**src/hw/irq_bank_consts.vh**
```
// register offsets, field positions and reset values of the interrupt enable/flag bank
`ifndef IRQ_BANK_CONSTS_VH
`define IRQ_BANK_CONSTS_VH

`define ADDR_W 12
`define PIN_FLAG_W 24

`define OFS_ENABLE3 12'h000
`define OFS_ENABLE4 12'h004
`define OFS_FLAG0 12'h008
`define OFS_FLAG1 12'h00C

`define RST_ENABLE3 8'h00
`define RST_ENABLE4 8'h00
`define RST_FLAG0 8'h00
`define RST_FLAG1 8'h00

// enable register three
`define BIT_OSC_FAIL_EN 7
`define BIT_CLK_SWITCH_EN 6
`define BIT_TIMER3_GATE_EN 5
`define BIT_TIMER3_OVF_EN 4
`define BIT_LOGIC_CELL4_EN 3
`define BIT_LOGIC_CELL3_EN 2
`define BIT_LOGIC_CELL2_EN 1
`define BIT_LOGIC_CELL1_EN 0
// enable register four
`define BIT_WAVEGEN2_EN 7
`define BIT_WAVEGEN1_EN 6
`define BIT_TIMER5_GATE_EN 5
`define BIT_TIMER5_OVF_EN 4
`define BIT_CAPCOMP4_EN 3
`define BIT_CAPCOMP3_EN 2
`define BIT_CAPCOMP2_EN 1
`define BIT_CAPCOMP1_EN 0

// flag register zero
`define BIT_TIMER0_OVF 5
`define BIT_PIN_CHANGE 4
`define BIT_EXT_PIN 0
// writable and implemented bits of flag register zero
`define FLAG0_WMASK 8'h21
// flag register one
`define BIT_TIMER1_GATE 7
`define BIT_CONV_DONE 6
`define BIT_UART_RX 5
`define BIT_UART_TX 4
`define BIT_SERIAL_EVT 3
`define BIT_BUS_COLL 2
`define BIT_TIMER2_MATCH 1
`define BIT_TIMER1_OVF 0
// hardware-set, software-writable bits of flag register one
`define FLAG1_WMASK 8'hCF

`endif

```
**src/hw/peripheral_irq_enable_flags.v**
```verilog
// peripheral interrupt enable and request flag registers behind an APB slave
// Summary of operation
// - enable3 bit 7 gates oscillator failure
// - enable3 bit 6 gates clock switch done
// - enable3 bits 5/4 gate timer3 gate/overflow
// - enable3 bits 3..0 gate logic cells 4..1
// - enable4 bits 7/6 gate wavegens 2/1
// - enable4 bits 5/4 gate timer5 gate/overflow
// - enable4 bits 3..0 gate capcomp 4..1
// - enable bits read/write, reset to zero
// - flag0 bits 7-6, 3-1 read zero
// - flag0 bit 5 sticky timer0 overflow
// - flag0 bit 4 ORs pin change flags
// - flag0 bit 0 sticky external pin event
// - flag1 bit 7 set on timer1 gate close
// - flag1 bit 6 set on conversion done
// - flag1 bit 5 live uart rx nonempty
// - flag1 bit 4 live uart tx empty
// - flag1 bit 3 sticky serial port event
// - flag1 bit 2 sticky bus collision
// - flag1 bit 1 sticky timer2 period match
// - flag1 bit 0 sticky timer1 overflow
// - hardware-set flags writable, reset to zero
//
// Design decisions made here: the register addresses and the APB interface to the registers.
`include "irq_bank_consts.vh"

module peripheral_irq_enable_flags
(
	input wire pclk,
	input wire presetn,
	input wire psel,
	input wire penable,
	input wire pwrite,
	input wire [`ADDR_W-1:0] paddr,
	input wire [31:0] pwdata,
	input wire [3:0] pstrb,
	output reg [31:0] prdata,
	output wire pready,
	output wire pslverr,
	input wire timer0_ovf_evt,
	input wire ext_pin_evt,
	input wire [`PIN_FLAG_W-1:0] per_pin_change_flags,
	input wire timer1_gate_closed_evt,
	input wire conversion_done_evt,
	input wire uart_rx_nonempty,
	input wire uart_tx_empty,
	input wire serial_port_evt,
	input wire bus_collision_evt,
	input wire timer2_match_evt,
	input wire timer1_ovf_evt,
	input wire [7:0] irq_enable_reg0,
	input wire [7:0] irq_enable_reg1,
	input wire [7:0] irq_flag_reg3,
	input wire [7:0] irq_flag_reg4,
	output wire [7:0] enable3_out,
	output wire [7:0] enable4_out,
	output wire [7:0] flag0_out,
	output wire [7:0] flag1_out,
	output reg periph_irq_req
);

	reg [7:0] irq_enable_reg3;
	reg [7:0] irq_enable_reg4;
	wire [7:0] irq_flag_reg0;
	wire [7:0] irq_flag_reg1;

	localparam [7:0] flag0_reset = `RST_FLAG0;
	localparam [7:0] flag1_reset = `RST_FLAG1;

	// sticky request flags, one per hardware-set source
	wire timer0_ovf_flag;
	wire ext_pin_irq_flag;
	wire timer1_gate_flag;
	wire conversion_done_flag;
	wire serial_port_event_flag;
	wire bus_collision_flag;
	wire timer2_match_flag;
	wire timer1_ovf_flag;

	// live status bits, never stored here
	wire pin_change_summary_flag;
	wire uart_rx_nonempty_flag;
	wire uart_tx_empty_flag;

	wire wr_flag0;
	wire wr_flag1;

	// named enable bits
	wire osc_fail_irq_en;
	wire clk_switch_done_irq_en;
	wire timer3_gate_irq_en;
	wire timer3_ovf_irq_en;
	wire logic_cell4_irq_en;
	wire logic_cell3_irq_en;
	wire logic_cell2_irq_en;
	wire logic_cell1_irq_en;
	wire wavegen2_irq_en;
	wire wavegen1_irq_en;
	wire timer5_gate_irq_en;
	wire timer5_ovf_irq_en;
	wire capcomp4_irq_en;
	wire capcomp3_irq_en;
	wire capcomp2_irq_en;
	wire capcomp1_irq_en;
	wire setup_phase;
	wire wr_en;
	wire lane0;
	wire mapped;
	wire next_req;
	reg [7:0] read_byte;

	assign setup_phase = psel & ~penable;
	assign wr_en = psel & penable & pwrite & mapped;
	// only the low lane holds data; other lanes are ignored
	assign lane0 = pstrb[0];
	assign mapped = (paddr == `OFS_ENABLE3) | (paddr == `OFS_ENABLE4) |
		(paddr == `OFS_FLAG0) | (paddr == `OFS_FLAG1);
	// zero wait states: read data is captured in the setup cycle
	assign pready = 1'b1;
	assign pslverr = psel & penable & ~mapped;

	always @(posedge pclk or negedge presetn)
	begin
		if (!presetn)
		begin
			irq_enable_reg3 <= `RST_ENABLE3;
			irq_enable_reg4 <= `RST_ENABLE4;
		end
		else if (wr_en && lane0)
		begin
			if (paddr == `OFS_ENABLE3)
				irq_enable_reg3 <= pwdata[7:0];
			if (paddr == `OFS_ENABLE4)
				irq_enable_reg4 <= pwdata[7:0];
		end
	end

	// pulses from the peripherals; a level held high keeps the flag set
	assign wr_flag0 = wr_en & lane0 & (paddr == `OFS_FLAG0);
	assign wr_flag1 = wr_en & lane0 & (paddr == `OFS_FLAG1);

	hw_set_flag
	#(
		.RESET_VALUE(flag0_reset[`BIT_TIMER0_OVF])
	)
	i_timer0_ovf_flag
	(
		.pclk(pclk),
		.presetn(presetn),
		.set_evt(timer0_ovf_evt),
		.sw_write(wr_flag0),
		.sw_value(pwdata[`BIT_TIMER0_OVF]),
		.flag(timer0_ovf_flag)
	);

	hw_set_flag
	#(
		.RESET_VALUE(flag0_reset[`BIT_EXT_PIN])
	)
	i_ext_pin_irq_flag
	(
		.pclk(pclk),
		.presetn(presetn),
		.set_evt(ext_pin_evt),
		.sw_write(wr_flag0),
		.sw_value(pwdata[`BIT_EXT_PIN]),
		.flag(ext_pin_irq_flag)
	);

	hw_set_flag
	#(
		.RESET_VALUE(flag1_reset[`BIT_TIMER1_GATE])
	)
	i_timer1_gate_flag
	(
		.pclk(pclk),
		.presetn(presetn),
		.set_evt(timer1_gate_closed_evt),
		.sw_write(wr_flag1),
		.sw_value(pwdata[`BIT_TIMER1_GATE]),
		.flag(timer1_gate_flag)
	);

	hw_set_flag
	#(
		.RESET_VALUE(flag1_reset[`BIT_CONV_DONE])
	)
	i_conversion_done_flag
	(
		.pclk(pclk),
		.presetn(presetn),
		.set_evt(conversion_done_evt),
		.sw_write(wr_flag1),
		.sw_value(pwdata[`BIT_CONV_DONE]),
		.flag(conversion_done_flag)
	);

	hw_set_flag
	#(
		.RESET_VALUE(flag1_reset[`BIT_SERIAL_EVT])
	)
	i_serial_port_event_flag
	(
		.pclk(pclk),
		.presetn(presetn),
		.set_evt(serial_port_evt),
		.sw_write(wr_flag1),
		.sw_value(pwdata[`BIT_SERIAL_EVT]),
		.flag(serial_port_event_flag)
	);

	hw_set_flag
	#(
		.RESET_VALUE(flag1_reset[`BIT_BUS_COLL])
	)
	i_bus_collision_flag
	(
		.pclk(pclk),
		.presetn(presetn),
		.set_evt(bus_collision_evt),
		.sw_write(wr_flag1),
		.sw_value(pwdata[`BIT_BUS_COLL]),
		.flag(bus_collision_flag)
	);

	hw_set_flag
	#(
		.RESET_VALUE(flag1_reset[`BIT_TIMER2_MATCH])
	)
	i_timer2_match_flag
	(
		.pclk(pclk),
		.presetn(presetn),
		.set_evt(timer2_match_evt),
		.sw_write(wr_flag1),
		.sw_value(pwdata[`BIT_TIMER2_MATCH]),
		.flag(timer2_match_flag)
	);

	hw_set_flag
	#(
		.RESET_VALUE(flag1_reset[`BIT_TIMER1_OVF])
	)
	i_timer1_ovf_flag
	(
		.pclk(pclk),
		.presetn(presetn),
		.set_evt(timer1_ovf_evt),
		.sw_write(wr_flag1),
		.sw_value(pwdata[`BIT_TIMER1_OVF]),
		.flag(timer1_ovf_flag)
	);

	// read-only bits follow their sources live and ignore writes
	assign pin_change_summary_flag = |per_pin_change_flags;
	assign uart_rx_nonempty_flag = uart_rx_nonempty;
	assign uart_tx_empty_flag = uart_tx_empty;

	assign irq_flag_reg0 = {
		1'b0,
		1'b0,
		timer0_ovf_flag,
		pin_change_summary_flag,
		1'b0,
		1'b0,
		1'b0,
		ext_pin_irq_flag};
	assign irq_flag_reg1 = {
		timer1_gate_flag,
		conversion_done_flag,
		uart_rx_nonempty_flag,
		uart_tx_empty_flag,
		serial_port_event_flag,
		bus_collision_flag,
		timer2_match_flag,
		timer1_ovf_flag};

	assign enable3_out = irq_enable_reg3;
	assign enable4_out = irq_enable_reg4;
	assign flag0_out = irq_flag_reg0;
	assign flag1_out = irq_flag_reg1;

	always @*
	begin
		case (paddr)
			`OFS_ENABLE3: read_byte = irq_enable_reg3;
			`OFS_ENABLE4: read_byte = irq_enable_reg4;
			`OFS_FLAG0: read_byte = irq_flag_reg0;
			`OFS_FLAG1: read_byte = irq_flag_reg1;
			default: read_byte = 8'h00;
		endcase
	end

	always @(posedge pclk or negedge presetn)
	begin
		if (!presetn)
			prdata <= 32'h0000_0000;
		else if (setup_phase && !pwrite)
			prdata <= {24'h00_0000, read_byte};
	end

	assign osc_fail_irq_en = irq_enable_reg3[`BIT_OSC_FAIL_EN];
	assign clk_switch_done_irq_en = irq_enable_reg3[`BIT_CLK_SWITCH_EN];
	assign timer3_gate_irq_en = irq_enable_reg3[`BIT_TIMER3_GATE_EN];
	assign timer3_ovf_irq_en = irq_enable_reg3[`BIT_TIMER3_OVF_EN];
	assign logic_cell4_irq_en = irq_enable_reg3[`BIT_LOGIC_CELL4_EN];
	assign logic_cell3_irq_en = irq_enable_reg3[`BIT_LOGIC_CELL3_EN];
	assign logic_cell2_irq_en = irq_enable_reg3[`BIT_LOGIC_CELL2_EN];
	assign logic_cell1_irq_en = irq_enable_reg3[`BIT_LOGIC_CELL1_EN];
	assign wavegen2_irq_en = irq_enable_reg4[`BIT_WAVEGEN2_EN];
	assign wavegen1_irq_en = irq_enable_reg4[`BIT_WAVEGEN1_EN];
	assign timer5_gate_irq_en = irq_enable_reg4[`BIT_TIMER5_GATE_EN];
	assign timer5_ovf_irq_en = irq_enable_reg4[`BIT_TIMER5_OVF_EN];
	assign capcomp4_irq_en = irq_enable_reg4[`BIT_CAPCOMP4_EN];
	assign capcomp3_irq_en = irq_enable_reg4[`BIT_CAPCOMP3_EN];
	assign capcomp2_irq_en = irq_enable_reg4[`BIT_CAPCOMP2_EN];
	assign capcomp1_irq_en = irq_enable_reg4[`BIT_CAPCOMP1_EN];

	// pairs with enables 0/1 and flags 3/4 held outside this bank
	assign next_req = |(irq_flag_reg0 & irq_enable_reg0) |
		|(irq_flag_reg1 & irq_enable_reg1) |
		(osc_fail_irq_en & irq_flag_reg3[`BIT_OSC_FAIL_EN]) |
		(clk_switch_done_irq_en & irq_flag_reg3[`BIT_CLK_SWITCH_EN]) |
		(timer3_gate_irq_en & irq_flag_reg3[`BIT_TIMER3_GATE_EN]) |
		(timer3_ovf_irq_en & irq_flag_reg3[`BIT_TIMER3_OVF_EN]) |
		(logic_cell4_irq_en & irq_flag_reg3[`BIT_LOGIC_CELL4_EN]) |
		(logic_cell3_irq_en & irq_flag_reg3[`BIT_LOGIC_CELL3_EN]) |
		(logic_cell2_irq_en & irq_flag_reg3[`BIT_LOGIC_CELL2_EN]) |
		(logic_cell1_irq_en & irq_flag_reg3[`BIT_LOGIC_CELL1_EN]) |
		(wavegen2_irq_en & irq_flag_reg4[`BIT_WAVEGEN2_EN]) |
		(wavegen1_irq_en & irq_flag_reg4[`BIT_WAVEGEN1_EN]) |
		(timer5_gate_irq_en & irq_flag_reg4[`BIT_TIMER5_GATE_EN]) |
		(timer5_ovf_irq_en & irq_flag_reg4[`BIT_TIMER5_OVF_EN]) |
		(capcomp4_irq_en & irq_flag_reg4[`BIT_CAPCOMP4_EN]) |
		(capcomp3_irq_en & irq_flag_reg4[`BIT_CAPCOMP3_EN]) |
		(capcomp2_irq_en & irq_flag_reg4[`BIT_CAPCOMP2_EN]) |
		(capcomp1_irq_en & irq_flag_reg4[`BIT_CAPCOMP1_EN]);

	always @(posedge pclk or negedge presetn)
	begin
		if (!presetn)
			periph_irq_req <= 1'b0;
		else
			periph_irq_req <= next_req;
	end

endmodule

// one hardware-set, software-writable request flag
module hw_set_flag
#(
	parameter [0:0] RESET_VALUE = 1'b0
)
(
	input wire pclk,
	input wire presetn,
	input wire set_evt,
	input wire sw_write,
	input wire sw_value,
	output reg flag
);

	wire next_flag;

	// set is ORed after the write so an event in a clearing cycle survives
	assign next_flag = set_evt | (sw_write ? sw_value : flag);

	always @(posedge pclk or negedge presetn)
	begin
		if (!presetn)
			flag <= RESET_VALUE;
		else
			flag <= next_flag;
	end

endmodule

```
**config.mk**
```make
export PLATFORM = sky130hd
export DESIGN_NAME = peripheral_irq_enable_flags
export DESIGN_NICKNAME = d
export VERILOG_FILES = /design/src/hw/peripheral_irq_enable_flags.v
export VERILOG_INCLUDE_DIRS = /design/src /design/src/hw
export SDC_FILE = /design/constraint.sdc
export NUM_CORES = 1
export LEC_CHECK = 0
export ABC_AREA = 1
export BUFFER_PORTS_ARGS = -buffer_cell sky130_fd_sc_hd__buf_2
export CAP_MARGIN = 20
export CORE_MARGIN = 5
export CORE_UTILIZATION = 35
export CTS_BUF_LIST = sky130_fd_sc_hd__clkbuf_2
export DETAILED_ROUTE_END_ITERATION = 7
export GPL_TIMING_DRIVEN = 0
export PLACE_DENSITY_LB_ADDON = 0.12
export SLEW_MARGIN = 20
export SYNTH_ARGS = -nofsm -noshare
export SYNTH_HDL_FRONTEND = slang
export SYNTH_HIERARCHICAL = 1
export SYNTH_SLANG_ARGS = --single-unit
```
**constraint.sdc**
```tcl
create_clock -name pclk -period 1.13 [get_ports pclk]
set_input_delay 0 -clock pclk [delete_from_list [all_inputs] [get_ports pclk]]
set_output_delay 0 -clock pclk [all_outputs]
set_load 0.02 [all_outputs]
```
==> results.sh <==
export IMPL_status="completed"
export IMPL_drtIter0Drc=99
export IMPL_design_area_um2=3770
export IMPL_vdd_ir_drop_max_mv=0.420
export IMPL_drtAntennaViolNets=0
export IMPL_period_share_pct=98.3
export IMPL_synth_area_leaders="dfrtp_1 (35%), nand2_1 (14%), buf_4 (14%)"
export IMPL_antenna_found_initial=0
export IMPL_io_pins=186
export IMPL_layout_cells_non_filler=603
export IMPL_drc_errors=0
export IMPL_hold_path_class="primary input to register"
export IMPL_power_switching_w=0.000696
export IMPL_p_per_area_nw_per_um2=614
export IMPL_root_buffer="clkbuf_2"
export IMPL_vias_per_cell=4.34
export IMPL_p_sw_share_pct=30.0
export IMPL_synth_area_leader_cell="dfrtp_1"
export IMPL_worst_pin_slew_ps=748
export IMPL_die_x_um=92.1
export IMPL_synth_top_area_share_pct=35.0
export IMPL_placedCellCount=550
export IMPL_critical_path_class="register to register"
export IMPL_startpoint_type="register"
export IMPL_grt_first_pass_wirelength_um=12400
export IMPL_rsz0062_at_grt="yes"
export IMPL_start_util_pct=35.3
export IMPL_syn2layout_area_growth_pct=60.0
export IMPL_yosysSeqAreaShare_pct=35.0
export IMPL_drive_above_1_share_pct=45.9
export IMPL_insertion_delay_ps=370
export IMPL_grt_overflow=0
export IMPL_cp_max_fo=4
export IMPL_finalClockSkew_ps=11.6
export IMPL_fmax_mhz=900
export IMPL_cts_sink_count=33
export IMPL_grt_use_total_pct=18.5
export IMPL_power_frac_comb_pct=25.5
export IMPL_avgSynthCellArea_um2=7.40
export IMPL_die_area_um2=8480
export IMPL_p_int_w=0.00162
export IMPL_tns_ps=0
export IMPL_place_area_um2=3230
export IMPL_power_leakage_nw=2.10
export IMPL_cts_tree="done"
export IMPL_htreeDepth=2
export IMPL_wl_per_cell_um=13.2
export IMPL_grt_max_degree=34
export IMPL_diodes=0
export IMPL_synth_seq_cells=33
export IMPL_relSlewSlack_pct=50.2
export IMPL_crit_required_ps=1400
export IMPL_numCtsBuffers=5
export IMPL_final_nets=642
export IMPL_maxSlewViolCount=0
export IMPL_grt_pass1_vias=2544
export IMPL_die_h_um=92.1
export IMPL_yosysWarnings=6
export IMPL_place_congestion=0.843
export IMPL_dp_hpwl_um=5940
export IMPL_cp_end_kind="register"
export IMPL_seqPwrFrac_pct=51.0
export IMPL_rows=30
export IMPL_final_setup_viol_count=0
export IMPL_coreArea_um2=6680
export IMPL_vias=2615
export IMPL_synth_cell_types=24
export IMPL_finalHoldViolCount=0
export IMPL_clkSlewWorstSetupHoldPaths_ps=160
export IMPL_syn_inst=319
export IMPL_wl_um=7950
export IMPL_pwr_share_clk_pct=23.5
export IMPL_fin_crit_ps=1110
export IMPL_drt_pass1_iterations=7
export IMPL_io_buffer_count=123
export IMPL_clock_tree_buffer_depth=2
export IMPL_crit_arrival_ps=1380
export IMPL_maxCapViolations=0
export IMPL_synthesis_area_um2=2360
==> logic make-up after synthesis <==
| logic type | count (synthesis) | share of synthesized area [%] |
|---|---|---|
| simple gates | 187 | 39.3 |
| other cells | 2 | 0.318 |
| buf+inv | 79 | 20.1 |
| flops | 33 | 35.0 |
| compound gates | 18 | 5.25 |
==> repair_timing <==
item,4_1_cts,5_1_grt
resized for setup,6,17
endpoints found under the hold margin,58,0
pin swaps,1,1
hold buffers,34,0
buffers inserted,5,8
endpoints found under the setup margin,9,14
==> metal layers <==
metal	vias to the layer above	global-route usage, %	wire [µm]
li1	1348	-	-
met1	1169	21.9	3220
met2	91	34.0	4130
met3	7	4.10	520
met4	0	3.59	74
met5	-	0	0
==> stage by stage <==
step	power, W	worst slack, ps	hold WS (ps)	util, %
after floorplan	0.00148	-39.8	-296	-
after global placement	0.00169	-380	112	48.3
after detailed placement	0.00170	-401	111	48.3
after CTS	0.00233	2.33	5.34	54.6
after global routing	0.00245	-60.9	15.5	56.5
final	0.00232	19.3	25.7	56.5
==> cells in the final DEF (no fill, tap or decap), drive strengths merged, types with 3 or more instances in the layout <==
cell / count
conb: 30
dlygate4sd3: 34
dfrtp: 33
clkbuf: 6
nor2: 28
o21ai: 16
buf: 181
nand3: 42
nand3b: 3
inv: 33
nor3: 4
nand4: 9
nand2: 100
==> cell usage after synthesis <==
library cell  count
buf_4            43
nor2_2            2
o21ai_2           8
nor4_4            1
o21ai_1           8
inv_1            29
a22o_1            1
nand2_1          89
nand3_4           1
nand4_1           9
buf_6             2
nor2_8            1
nand2_2          11
dfrtp_1          33
nand3_2           9
nand3b_1          3
buf_2             1
nor3_4            1
inv_2             4
conb_1            2
nor3_1            3
a21oi_1           1
nor2_1           25
nand3_1          32
==> critical path, cell delays in order, from the launching register on <==
cell,delay [ps]
dfrtp_1,470
nand2_2,100
nand4_1,150
nor3_2,200
nand4_1,90
==> power groups by stage <==
stage | Combinational (W) | Sequential [W] | Clock [W]
floorplan | 0.000276 | 0.00120 | 0
global placement | 0.000490 | 0.00120 | 0
detailed placement | 0.000494 | 0.00120 | 0
CTS | 0.000587 | 0.00118 | 0.000557
global route | 0.000648 | 0.00118 | 0.000623
finish | 0.000592 | 0.00118 | 0.000544
==> path summary, 6_finish.rpt <==
kind | startpoint | to | slack (ps) | depth (start not counted)
worst min register to register | prdata[3]$_DFFE_PN0P_ | prdata[3]$_DFFE_PN0P_ | 490 | 2
worst max register to register | enable3_out[0]$_DFFE_PN0P_ | periph_irq_req$_DFF_PN0_ | 20 | 4
worst max-delay path | enable3_out[0]$_DFFE_PN0P_ | periph_irq_req$_DFF_PN0_ | 20 | 4
max in group asynchronous | presetn | i_ext_pin_irq_flag/flag$_DFF_PN0_ | 400 | 2
worst min-delay path | irq_enable_reg1[0] | periph_irq_req$_DFF_PN0_ | 30 | 5
min in group asynchronous | presetn | prdata[2]$_DFFE_PN0P_ | 200 | 2
==> final cells by class <==
class | instances | area, µm²
fill | 670 | 2910
multi-input combinational | 235 | 1220
inverter | 33 | 124
clock inverter | 1 | 3.75
buffer | 45 | 358
timing repair buffer | 170 | 1110
sequential | 33 | 827
tap | 80 | 100
clock buffer | 6 | 30.0
Note: power is estimated with default switching activity, not from simulation.
